==> src/rtl/lcd_cmd_pkg.sv <==
// Constants shared by the LCD command decoder and display scan generator
package lcd_cmd_pkg;
  // ----------------------------------------------------------------
  // Command bytes
  // ----------------------------------------------------------------
  localparam logic [7:0] CMD_CGRAM_BASE = 8'h5c;
  localparam logic [7:0] CMD_PIX_SCROLL = 8'h5a;
  localparam logic [7:0] CMD_CSR_WRITE = 8'h46;
  localparam logic [7:0] CMD_CSR_READ = 8'h47;
  localparam logic [7:0] CMD_GRAY = 8'h60;
  localparam logic [7:0] CMD_IDENT = 8'h61;
  localparam logic [7:0] CMD_PLL = 8'h62;
  localparam logic [7:0] CMD_POLARITY = 8'h63;
  localparam logic [7:0] CMD_TIMING = 8'h64;
  localparam logic [7:0] CMD_SCROLL_LOCK = 8'h65;
  localparam logic [7:0] CMD_PALETTE = 8'h67;
  localparam logic [7:0] CMD_PIN_DRIVE = 8'h68;
  // ----------------------------------------------------------------
  // Parameter counts and timing-table layout
  // ----------------------------------------------------------------
  localparam logic [4:0] NPAR_PLL = 5'h03;
  localparam logic [4:0] NPAR_TIMING = 5'h16;
  localparam logic [4:0] NPAR_PALETTE = 5'h10;
  localparam logic [4:0] TIM_WIDTH_IDX_VS = 5'h0c; // Vertical sync width byte
  localparam logic [4:0] TIM_WIDTH_IDX_HS = 5'h0d; // Horizontal sync width byte
  localparam logic [4:0] TIM_SECOND_GROUP = 5'h0e; // First index of the late 11-bit group
  localparam int TIM_FIELDS = 10;
  // ----------------------------------------------------------------
  // Gray depth codes and reset values
  // ----------------------------------------------------------------
  localparam logic [1:0] DEPTH_1BPP = 2'h0;
  localparam logic [1:0] DEPTH_2BPP = 2'h1;
  localparam logic [1:0] DEPTH_4BPP = 2'h2;
  localparam logic [7:0] RST_BYTE = 8'h00;
  localparam logic [14:0] RST_ADDR = 15'h0000;
  // Cursor step directions
  localparam logic [1:0] DIR_RIGHT = 2'h0;
  localparam logic [1:0] DIR_LEFT = 2'h1;
  localparam logic [1:0] DIR_UP = 2'h2;
  localparam logic [1:0] DIR_DOWN = 2'h3;
endpackage : lcd_cmd_pkg

==> src/rtl/lcd_cmd_scan.sv <==
// LCD controller command decoder and display memory scan address generator
`timescale 1ns/1ns
`default_nettype none
// Functional notes
// - Char RAM base command: low address byte, then high byte holding bits 14-8
// - Pixel scroll command: bit 7 enable flag, bits 2-0 scroll amount
// - Cursor write/read: low byte then high byte, high holds bits 14-8
// - Gray depth command: bits 1-0 select bits per pixel
// - After identification command the next read returns the ID byte
// - PLL command: three bytes of dividers, multiplier, field and loop setting
// - Polarity command: four polarities, then upscale, color mode, interface select
// - Timing command: 22 bytes, 11-bit pairs low first, two 8-bit widths
// - Scroll lock command: bit 7 is the scroll synchronisation flag
// - Palette command: sixteen 6-bit entries in order 0 to 15
// - Pin drive command: sync, pixel clock and six data pin strengths
// - First bitmap bit is top-left; next bits are right neighbours
// - Character width up to 16; two bitmap bytes per row above eight
// - Rows read left to right for row-byte count, rows top to bottom
// - Graphics: each line starts at previous line start plus pitch
// - Text: same start per bitmap row, add pitch after last row
// - Byte is one character in text, 8/4/2 pixels at 1/2/4 bpp
// - Dual panel: upper and lower lines fetched alternately, one line each
// - Idle total-row minus row-byte read cycles at each line end
// - Dual panel: latch pulse only after lower screen; idle on both
// - Color mode select 0 gray scale, 1 palette of sixteen entries
// - Each memory access steps the cursor by the direction setting unless a host cursor write comes in the same cycle
module lcd_cmd_scan #(
  parameter logic [7:0] IDENT_CODE = 8'h3c // Arbitrary identification value
) (
  // Clock and reset
  input wire logic mclk,
  input wire logic reset,
  // Host byte port
  input wire logic cmd_wr,
  input wire logic par_wr,
  input wire logic [7:0] wr_data,
  input wire logic rd_req,
  output logic [7:0] rd_data,
  output logic rd_valid,
  // Cursor stepping
  input wire logic mem_access,
  input wire logic [1:0] cursor_dir,
  output logic [14:0] cursor_addr,
  // Decoded configuration
  output logic [14:0] char_ram_base,
  output logic pixel_scroll_flag,
  output logic [2:0] pixel_scroll_amt,
  output logic [1:0] gray_depth,
  output logic [3:0] pll_output_divider,
  output logic [3:0] pll_input_divider,
  output logic [3:0] pll_range_field,
  output logic [3:0] pll_multiplier,
  output logic [1:0] pll_vco_field,
  output logic [4:0] pll_loop_setting,
  output logic vsync_polarity,
  output logic hsync_polarity,
  output logic data_enable_polarity,
  output logic pixel_clock_polarity,
  output logic upscale_mode_bit,
  output logic color_mode_select,
  output logic interface_select,
  output logic [10:0] horizontal_total,
  output logic [10:0] horizontal_display_period,
  output logic [10:0] horizontal_display_start,
  output logic [10:0] vertical_total,
  output logic [10:0] vertical_display_period,
  output logic [10:0] vertical_display_start,
  output logic [7:0] vsync_width,
  output logic [7:0] hsync_width,
  output logic [10:0] hsync_pulse_position,
  output logic [10:0] horizontal_start_ref,
  output logic [10:0] vertical_start_ref,
  output logic [10:0] horizontal_output_offset,
  output logic scroll_lock_flag,
  output logic [15:0][5:0] palette_entry_bit,
  output logic sync_pin_drive,
  output logic clock_pin_drive,
  output logic [5:0] data_pin_drive,
  // Scan configuration
  input wire logic scan_en,
  input wire logic text_mode,
  input wire logic dual_panel,
  input wire logic [7:0] row_byte_count,
  input wire logic [7:0] total_row_read_cycles,
  input wire logic [14:0] addr_pitch,
  input wire logic [3:0] char_rows,
  input wire logic [7:0] panel_lines,
  input wire logic [14:0] upper_start,
  input wire logic [14:0] lower_start,
  input wire logic [3:0] char_width_field,
  // Scan outputs
  output logic [14:0] scan_addr,
  output logic scan_rd,
  output logic scan_panel,
  output logic [3:0] cg_row,
  output logic cg_two_bytes,
  output logic line_latch_pulse,
  // Fetched byte to pixels
  input wire logic mem_rd_valid,
  input wire logic [7:0] mem_rd_data,
  output logic [7:0] char_code,
  output logic [3:0] pix_data,
  output logic [5:0] pix_color
);
  // ----------------------------------------------------------------
  // Command decoder
  // ----------------------------------------------------------------
  logic [7:0] cmd_q;
  logic [4:0] idx_q;
  logic [10:0] tim_q [lcd_cmd_pkg::TIM_FIELDS];
  logic [3:0] tim_sel;

  // Timing byte to field: low group pairs, two widths, late group pairs
  always_comb begin
    if (idx_q < lcd_cmd_pkg::TIM_WIDTH_IDX_VS) begin
      tim_sel = idx_q[4:1];
    end else begin
      tim_sel = 4'(5'(idx_q - lcd_cmd_pkg::TIM_SECOND_GROUP) >> 1) + 4'h6;
    end
  end

  // Parameter counter restarts on each command byte
  always_ff @(posedge mclk) begin
    if (reset) begin
      cmd_q <= lcd_cmd_pkg::RST_BYTE;
      idx_q <= 5'h00;
    end else if (cmd_wr) begin
      cmd_q <= wr_data;
      idx_q <= 5'h00;
    end else if ((par_wr || rd_req) && idx_q != 5'h1f) begin
      idx_q <= idx_q + 5'h01;
    end
  end

  // Single-byte and short multi-byte settings
  always_ff @(posedge mclk) begin
    if (reset) begin
      char_ram_base <= lcd_cmd_pkg::RST_ADDR;
      {pixel_scroll_flag, pixel_scroll_amt} <= 4'h0;
      gray_depth <= lcd_cmd_pkg::DEPTH_1BPP;
      {pll_output_divider, pll_input_divider} <= lcd_cmd_pkg::RST_BYTE;
      {pll_range_field, pll_multiplier} <= lcd_cmd_pkg::RST_BYTE;
      {pll_vco_field, pll_loop_setting} <= 7'h00;
      {vsync_polarity, hsync_polarity, data_enable_polarity, pixel_clock_polarity} <= 4'h0;
      {upscale_mode_bit, color_mode_select, interface_select} <= 3'h0;
      scroll_lock_flag <= 1'b0;
      {sync_pin_drive, clock_pin_drive, data_pin_drive} <= lcd_cmd_pkg::RST_BYTE;
    end else if (par_wr) begin
      case (cmd_q)
        lcd_cmd_pkg::CMD_CGRAM_BASE: begin
          if (idx_q == 5'h00) char_ram_base[7:0] <= wr_data;
          if (idx_q == 5'h01) char_ram_base[14:8] <= wr_data[6:0];
        end
        lcd_cmd_pkg::CMD_PIX_SCROLL: begin
          if (idx_q == 5'h00) begin
            pixel_scroll_flag <= wr_data[7];
            pixel_scroll_amt <= wr_data[2:0];
          end
        end
        lcd_cmd_pkg::CMD_GRAY: begin
          if (idx_q == 5'h00) gray_depth <= wr_data[1:0];
        end
        lcd_cmd_pkg::CMD_PLL: begin
          if (idx_q == 5'h00) {pll_output_divider, pll_input_divider} <= wr_data;
          if (idx_q == 5'h01) {pll_range_field, pll_multiplier} <= wr_data;
          if (idx_q == 5'h02) {pll_vco_field, pll_loop_setting} <= wr_data[6:0];
        end
        lcd_cmd_pkg::CMD_POLARITY: begin
          if (idx_q == 5'h00) begin
            {vsync_polarity, hsync_polarity} <= wr_data[7:6];
            {data_enable_polarity, pixel_clock_polarity} <= wr_data[5:4];
            {upscale_mode_bit, color_mode_select, interface_select} <= wr_data[2:0];
          end
        end
        lcd_cmd_pkg::CMD_SCROLL_LOCK: begin
          if (idx_q == 5'h00) scroll_lock_flag <= wr_data[7];
        end
        lcd_cmd_pkg::CMD_PIN_DRIVE: begin
          if (idx_q == 5'h00) begin
            {sync_pin_drive, clock_pin_drive, data_pin_drive} <= wr_data;
          end
        end
        default: begin
        end
      endcase
    end
  end

  // Panel timing table; bytes past the count are dropped
  always_ff @(posedge mclk) begin
    if (reset) begin
      for (int i = 0; i < lcd_cmd_pkg::TIM_FIELDS; i++) tim_q[i] <= 11'h000;
      vsync_width <= lcd_cmd_pkg::RST_BYTE;
      hsync_width <= lcd_cmd_pkg::RST_BYTE;
    end else if (par_wr && cmd_q == lcd_cmd_pkg::CMD_TIMING
                 && idx_q < lcd_cmd_pkg::NPAR_TIMING) begin
      if (idx_q == lcd_cmd_pkg::TIM_WIDTH_IDX_VS) begin
        vsync_width <= wr_data;
      end else if (idx_q == lcd_cmd_pkg::TIM_WIDTH_IDX_HS) begin
        hsync_width <= wr_data;
      end else if (idx_q[0]) begin
        tim_q[tim_sel][10:8] <= wr_data[2:0];
      end else begin
        tim_q[tim_sel][7:0] <= wr_data;
      end
    end
  end

  assign horizontal_total = tim_q[0];
  assign horizontal_display_period = tim_q[1];
  assign horizontal_display_start = tim_q[2];
  assign vertical_total = tim_q[3];
  assign vertical_display_period = tim_q[4];
  assign vertical_display_start = tim_q[5];
  assign hsync_pulse_position = tim_q[6];
  assign horizontal_start_ref = tim_q[7];
  assign vertical_start_ref = tim_q[8];
  assign horizontal_output_offset = tim_q[9];

  // Palette entries fill in order 0 to 15
  always_ff @(posedge mclk) begin
    if (reset) begin
      palette_entry_bit <= '0;
    end else if (par_wr && cmd_q == lcd_cmd_pkg::CMD_PALETTE
                 && idx_q < lcd_cmd_pkg::NPAR_PALETTE) begin
      palette_entry_bit[idx_q[3:0]] <= wr_data[5:0];
    end
  end

  // Cursor: host write wins over a simultaneous memory-access step
  always_ff @(posedge mclk) begin
    if (reset) begin
      cursor_addr <= lcd_cmd_pkg::RST_ADDR;
    end else if (par_wr && cmd_q == lcd_cmd_pkg::CMD_CSR_WRITE && idx_q == 5'h00) begin
      cursor_addr[7:0] <= wr_data;
    end else if (par_wr && cmd_q == lcd_cmd_pkg::CMD_CSR_WRITE && idx_q == 5'h01) begin
      cursor_addr[14:8] <= wr_data[6:0];
    end else if (mem_access) begin
      case (cursor_dir)
        lcd_cmd_pkg::DIR_RIGHT: cursor_addr <= cursor_addr + 15'h0001;
        lcd_cmd_pkg::DIR_LEFT: cursor_addr <= cursor_addr - 15'h0001;
        lcd_cmd_pkg::DIR_UP: cursor_addr <= cursor_addr - addr_pitch;
        default: cursor_addr <= cursor_addr + addr_pitch;
      endcase
    end
  end

  // Read answers one cycle after the request
  always_ff @(posedge mclk) begin
    if (reset) begin
      rd_data <= lcd_cmd_pkg::RST_BYTE;
      rd_valid <= 1'b0;
    end else begin
      rd_valid <= rd_req;
      if (rd_req) begin
        if (cmd_q == lcd_cmd_pkg::CMD_IDENT) rd_data <= IDENT_CODE;
        else if (cmd_q == lcd_cmd_pkg::CMD_CSR_READ && idx_q == 5'h00)
          rd_data <= cursor_addr[7:0];
        else if (cmd_q == lcd_cmd_pkg::CMD_CSR_READ && idx_q == 5'h01)
          rd_data <= {1'b0, cursor_addr[14:8]};
        else rd_data <= lcd_cmd_pkg::RST_BYTE;
      end
    end
  end

  // ----------------------------------------------------------------
  // Display scan generator
  // ----------------------------------------------------------------
  typedef enum logic [2:0] {
    ST_IDLE = 3'b001,
    ST_READ = 3'b010,
    ST_PAUSE = 3'b100
  } scan_state_e;

  scan_state_e st_q;
  logic [7:0] col_q;
  logic [7:0] pause_cnt_q;
  logic [7:0] line_q;
  logic [14:0] start_q [2];
  logic [7:0] pause_len;
  logic last_col;
  logic row_done;
  logic bump_start;

  // A short total simply means no pause rather than a huge wrap-around
  assign pause_len = (total_row_read_cycles > row_byte_count)
                     ? 8'(total_row_read_cycles - row_byte_count) : 8'h00;
  assign last_col = (col_q + 8'h01 >= row_byte_count);
  assign row_done = (st_q == ST_READ && last_col && pause_len == 8'h00)
                    || (st_q == ST_PAUSE && pause_cnt_q >= pause_len);
  assign bump_start = !text_mode || (cg_row == char_rows);
  assign scan_rd = (st_q == ST_READ);
  assign cg_two_bytes = (char_width_field > 4'h7);

  // Row walk, per-panel pause and line advance
  always_ff @(posedge mclk) begin
    if (reset) begin
      st_q <= ST_IDLE;
      col_q <= 8'h00;
      pause_cnt_q <= 8'h00;
      line_q <= 8'h00;
      scan_panel <= 1'b0;
      cg_row <= 4'h0;
      scan_addr <= lcd_cmd_pkg::RST_ADDR;
      start_q[0] <= lcd_cmd_pkg::RST_ADDR;
      start_q[1] <= lcd_cmd_pkg::RST_ADDR;
      line_latch_pulse <= 1'b0;
    end else begin
      line_latch_pulse <= 1'b0;
      case (st_q)
        ST_IDLE: begin
          if (scan_en) begin
            st_q <= ST_READ;
            start_q[0] <= upper_start;
            start_q[1] <= lower_start;
            scan_addr <= upper_start;
            {col_q, line_q, cg_row, scan_panel} <= '0;
          end
        end
        ST_READ, ST_PAUSE: begin
          if (st_q == ST_READ) begin
            scan_addr <= scan_addr + 15'h0001;
            col_q <= col_q + 8'h01;
            if (last_col) begin
              st_q <= ST_PAUSE;
              pause_cnt_q <= 8'h01;
            end
          end else begin
            pause_cnt_q <= pause_cnt_q + 8'h01;
          end
          if (row_done) begin
            col_q <= 8'h00;
            st_q <= scan_en ? ST_READ : ST_IDLE;
            if (dual_panel && !scan_panel) begin
              scan_panel <= 1'b1;
              scan_addr <= start_q[1];
            end else begin
              line_latch_pulse <= 1'b1;
              scan_panel <= 1'b0;
              cg_row <= (text_mode && cg_row != char_rows) ? cg_row + 4'h1 : 4'h0;
              if (line_q + 8'h01 >= panel_lines) begin
                line_q <= 8'h00;
                cg_row <= 4'h0;
                start_q[0] <= upper_start;
                start_q[1] <= lower_start;
                scan_addr <= upper_start;
              end else begin
                line_q <= line_q + 8'h01;
                start_q[0] <= bump_start ? start_q[0] + addr_pitch : start_q[0];
                start_q[1] <= bump_start ? start_q[1] + addr_pitch : start_q[1];
                scan_addr <= bump_start ? start_q[0] + addr_pitch : start_q[0];
              end
            end
          end
        end
        default: st_q <= ST_IDLE;
      endcase
    end
  end

  // ----------------------------------------------------------------
  // Fetched byte to character code or pixels, leftmost from the top bit
  // ----------------------------------------------------------------
  logic [7:0] pix_sr_q;

  always_ff @(posedge mclk) begin
    if (reset) begin
      pix_sr_q <= lcd_cmd_pkg::RST_BYTE;
      char_code <= lcd_cmd_pkg::RST_BYTE;
    end else if (mem_rd_valid) begin
      if (text_mode) char_code <= mem_rd_data;
      else pix_sr_q <= mem_rd_data;
    end else begin
      case (gray_depth)
        lcd_cmd_pkg::DEPTH_2BPP: pix_sr_q <= {pix_sr_q[5:0], 2'h0};
        lcd_cmd_pkg::DEPTH_4BPP: pix_sr_q <= {pix_sr_q[3:0], 4'h0};
        default: pix_sr_q <= {pix_sr_q[6:0], 1'b0};
      endcase
    end
  end

  // Pixel value in the low bits; palette lookup only in palette mode
  always_comb begin
    case (gray_depth)
      lcd_cmd_pkg::DEPTH_2BPP: pix_data = {2'h0, pix_sr_q[7:6]};
      lcd_cmd_pkg::DEPTH_4BPP: pix_data = pix_sr_q[7:4];
      default: pix_data = {3'h0, pix_sr_q[7]};
    endcase
    pix_color = color_mode_select ? palette_entry_bit[pix_data] : {pix_data, 2'h0};
  end
endmodule : lcd_cmd_scan
`default_nettype wire
==> config.mk <==
export PLATFORM = sky130hd
export DESIGN_NAME = lcd_cmd_scan
export DESIGN_NICKNAME = d
export VERILOG_FILES = /design/src/rtl/lcd_cmd_pkg.sv /design/src/rtl/lcd_cmd_scan.sv
export SDC_FILE = /design/constraint.sdc
export NUM_CORES = 1
export LEC_CHECK = 0
export BUFFER_PORTS_ARGS = -buffer_cell sky130_fd_sc_hd__buf_2
export CAP_MARGIN = 10
export CORE_ASPECT_RATIO = 1.4
export CORE_UTILIZATION = 51
export DETAILED_ROUTE_END_ITERATION = 10
export PLACE_DENSITY = 0.75
export SLEW_MARGIN = 20
export SYNTH_ARGS = -nofsm -noshare
export SYNTH_HDL_FRONTEND = slang
export SYNTH_SLANG_ARGS = --single-unit
==> constraint.sdc <==
create_clock -name mclk -period 7.15 [get_ports mclk]
set_clock_uncertainty 0.15 [all_clocks]
set_input_delay 1.43 -clock mclk [delete_from_list [all_inputs] [get_ports mclk]]
set_output_delay 1.43 -clock mclk [all_outputs]
set_load 0.005 [all_outputs]
==> summary.md <==
| Metric | Value |
|---|---|
| Largest stage delay, worst path | roughly 0.54 ns |
| Period Utilization, post-route | 80.9% |
| Core area | between 40000 and 50000 µm² |
| Maximum root-to-sink buffer count | 3 |
| # hold bufs at CTS | 0 |
| Status | finished clean |
| Clock Pin Slew Worst Setup and Hold Paths | approximately 0.070 ns |
| H-tree levels | 2 |
| Root Buffer | clkbuf_16 |
| Remaining DRCs | 0 |
| Area Growth Syn to Fin | 18.3% |
| Critical Path, Cell by Cell | buf_2 > ha_1 > fa_1 > nand2b_1 > a211oi_1 > nor2_1 > a21oi_2 > nor2b_1 > ha_1 > nand2b_1 > a211oi_1 > o21a_1 > or2_2 > o21ai_1 > o21ai_0 > and2_0 > inv_1 |
| Filler cells | 3539 |
| Io pins | around 450 |
| Synth cell types | just under 90 |
| Fin. Hold Viols | 0 |
| Vias in the first global route | 19400 |
| Clk sinks | between 400 and 500 |
| Worst slew pin tran | roughly 1.2 ns |
| Critical path type | input port to register |
| HPWL Detailed | ~50000 µm |
| Rows | 88 |
| Yosys reg bits | 413 |
| Synthesized area | between 20000 and 25000 µm² |
| Cts repair resizes | 0 |
| Final Instance Count excl. Fillers | between 3000 and 4000 |
| DR pass1 iterations | 6 |
| Crit-path max FO | 16 |
| Antenna viol nets, final | 0 |
| GRT overflow | 0 |
| Cell Pwr Density | around 220 nW/µm² |
| WP data arrival | approximately 5.8 ns |
| Post-synth EDFFs | between 100 and 150 |
| RR Startpoint | col_q[2] |
| Final Core Density | between 60% and 70% |
| Num CTS Buffers | between 40 and 50 |
| Synth warnings | 0 |
| Buf/Inv on CP | 2 |
| Cells after Synth | between 2000 and 2500 |
| Number of cells after detailed placement | 3271 |
| Seq/Total Area, Yosys | 44.8% |
| Routed len/inst | slightly above 20 µm |
| CP endpoint kind | register |
| Largest area contributor in the netlist | dfxtp_1 |
| Share of flip-flops with an asynchronous set or reset | 0% |
| Initial DRC count | ~1600 |
| Die footprint | 43100 µm² |
| Port-buffer cells | approximately 450 |
| Syn Area/Cell | approximately 9 µm² |
| Start point of the critical path | row_byte_count[0] |
| Final Setup Violations | 0 |
| Vias/cell | 5.95 |
| Layout net count | ~3000 |
| GPL Wtd Cong | about 0.91 |
| Synth Flop Type | dfxtp_1 |
| Hold WS | 0.311 ns |
| DR vias | 19900 |
| Starting density of the core | around 52% |
| Initial antenna violation count | 1 |
| Net count after synthesis | about 2600 |
| CTS tree | built |
| DRT Wirelength | a little under 70000 µm |
| Overall Global Routing Usage | between 30% and 40% |
| Crit start category | input port |
| Worst-skew pair later-pin latency | 0.56 ns |
| Top area cells in the synthesized netlist | dfxtp_1, edfxtp_1, mux2i_1 |
| RSZ-0062 raised after global routing | false |
| Fmax | between 0.15 and 0.2 GHz |
| Min-delay src | char_code[0] |
| Slew HR | between 10% and 20% |
| Setup TNS | 0 ns |
| Max Transition Viols Final | 0 |
| Min cycle time layout | around 5.8 ns |
| Post-synth top area share | 25.3% |
| First-pass GRT wire length | approximately 100000 µm |
| Worst hold-check path type | register to register |
| Largest net degree at the start of global routing | 90 |
| Worst vdd ir | between 0.2 and 0.25 mV |
| Delay-heaviest family, CP | compound AO/OA/AOI/OAI gates |
| Buffer count from post-CTS setup fixing | 0 |
| Die Span X | 176 µm |
| Data required, critical path | 7.17 ns |
| CP max stage cell | o21ai_0 |
| Die Height | 245 µm |
| Layout cells sized above 1 | 20.7% |
| Max_cap viols | 0 |
| P_leak | about 11 nW |
## worst min-delay path, delay by kind of cell, from the launching register on
kind	cells	cell delay (ns)
DFF	1	0.31
AOI/OAI and AO/OA	1	0.05
and+or+nand+nor	1	0.05
## registers in the layout, indices dropped and copies added (netlist names), 15 cells and up
signal	count
char_ram_base	15
cursor_addr	15
palette_entry_bit	96
scan_addr	15
start_q	30
tim_q	110
## kinds of logic (layout without fill, tap and decap cells)
kind of cell | count (synthesis) | in the layout | synth area share [%]
and+or+nand+nor | 959 | 959 | 19.6
AOI/OAI and AO/OA | 489 | 489 | 14.7
DFF | 413 | 413 | 44.8
buffers and inverters | 202 | 615 | 3.79
muxes | 166 | 166 | 8.56
adders and majority gates | 93 | 93 | 5.54
xor gates and xnor gates | 72 | 72 | 2.92
other | 0 | 2 | 0
## worst paths after layout
kind | to | slack, ns | cells after the start
worst max-delay path | start_q[0][3] | 1.36 | 17
worst min register to register | char_code[0] | 0.31 | 2
worst min-delay path | char_code[0] | 0.31 | 2
worst max register to register | start_q[0][3] | 2.59 | 12
## power breakdown
group	internal, W	leakage, nW	switching, W	total (W)
registers	0.00250	3.65	0.0000693	0.00257
logic	0.000295	6.64	0.000459	0.000754
clock network	0.00129	0.687	0.000941	0.00223
total	0.00408	11.0	0.00147	0.00555
## layout make-up
class	count	area, µm²	share of cell area [%]
diodes	2	5.00	0.0196
clock inverters	17	189	0.741
multi-input cells	1779	11100	43.5
flip-flops and latches	413	9670	37.9
clock buffers	59	1200	4.72
well taps	540	676	2.65
repair buffers	468	2410	9.43
inverters	71	267	1.04
## layout by cell type (no fill, tap or decap), types with 12 or more instances in the layout
| master | instances |
|---|---|
| o2bb2ai_1 | 14 |
| nand3_1 | 68 |
| clkbuf_16 | 42 |
| dfxtp_1 | 273 |
| xor2_1 | 34 |
| a31oi_1 | 17 |
| a22o_1 | 20 |
| nor2b_1 | 13 |
| ha_1 | 89 |
| mux4_2 | 14 |
| nand2_1 | 370 |
| a21oi_1 | 175 |
| buf_2 | 445 |
| a21o_1 | 18 |
| o21a_1 | 15 |
| inv_1 | 68 |
| and3_1 | 23 |
| nand2b_1 | 25 |
| a22oi_1 | 13 |
| xnor2_1 | 38 |
| o211ai_1 | 14 |
| a211oi_1 | 41 |
| o21ai_0 | 72 |
| nor2_1 | 328 |
| buf_4 | 22 |
| nand4_1 | 15 |
| mux2i_1 | 145 |
| nor3_1 | 48 |
| edfxtp_1 | 140 |
| or3_1 | 12 |
## stage by stage
| stage | area (µm²) | worst slack [ns] | total power [W] |
|---|---|---|---|
| 2_1_floorplan | 21600 | 1.45 | 0.00310 |
| 3_3_place_gp | 24100 | 0.990 | 0.00333 |
| 3_5_place_dp | 24100 | 0.926 | 0.00336 |
| 4_1_cts | 25500 | 1.47 | 0.00555 |
| 5_1_grt | 25500 | 1.13 | 0.00573 |
| 6_report | 25500 | 1.36 | 0.00555 |
## Yosys cell counts, drive strengths merged, types with 10 or more instances
cell type,number
xor2,34
or3,12
nor2b,13
nand2b,25
a211oi,43
o211ai,14
a31oi,17
mux4,14
buf,21
a22o,20
nand3,68
o2bb2ai,14
o21ai,78
nand4,15
ha,89
nor2,329
xnor2,38
a21o,18
inv,69
mux2i,145
nor3,49
dfxtp,273
edfxtp,140
o21a,16
clkbuf,110
nor4,10
a22oi,13
nand2,371
and3,23
a21oi,176
## per-layer routing
layer | vias to the layer above | GRT usage, % | part of all wire [%]
li1 | 9252 | - | -
met1 | 9438 | 35.3 | 37
met2 | 977 | 54.8 | 50
met3 | 243 | 4.31 | 7.2
met4 | 0 | 19.5 | 6.3
met5 | - | 0 | 0
(Power assumes the default switching activity.)
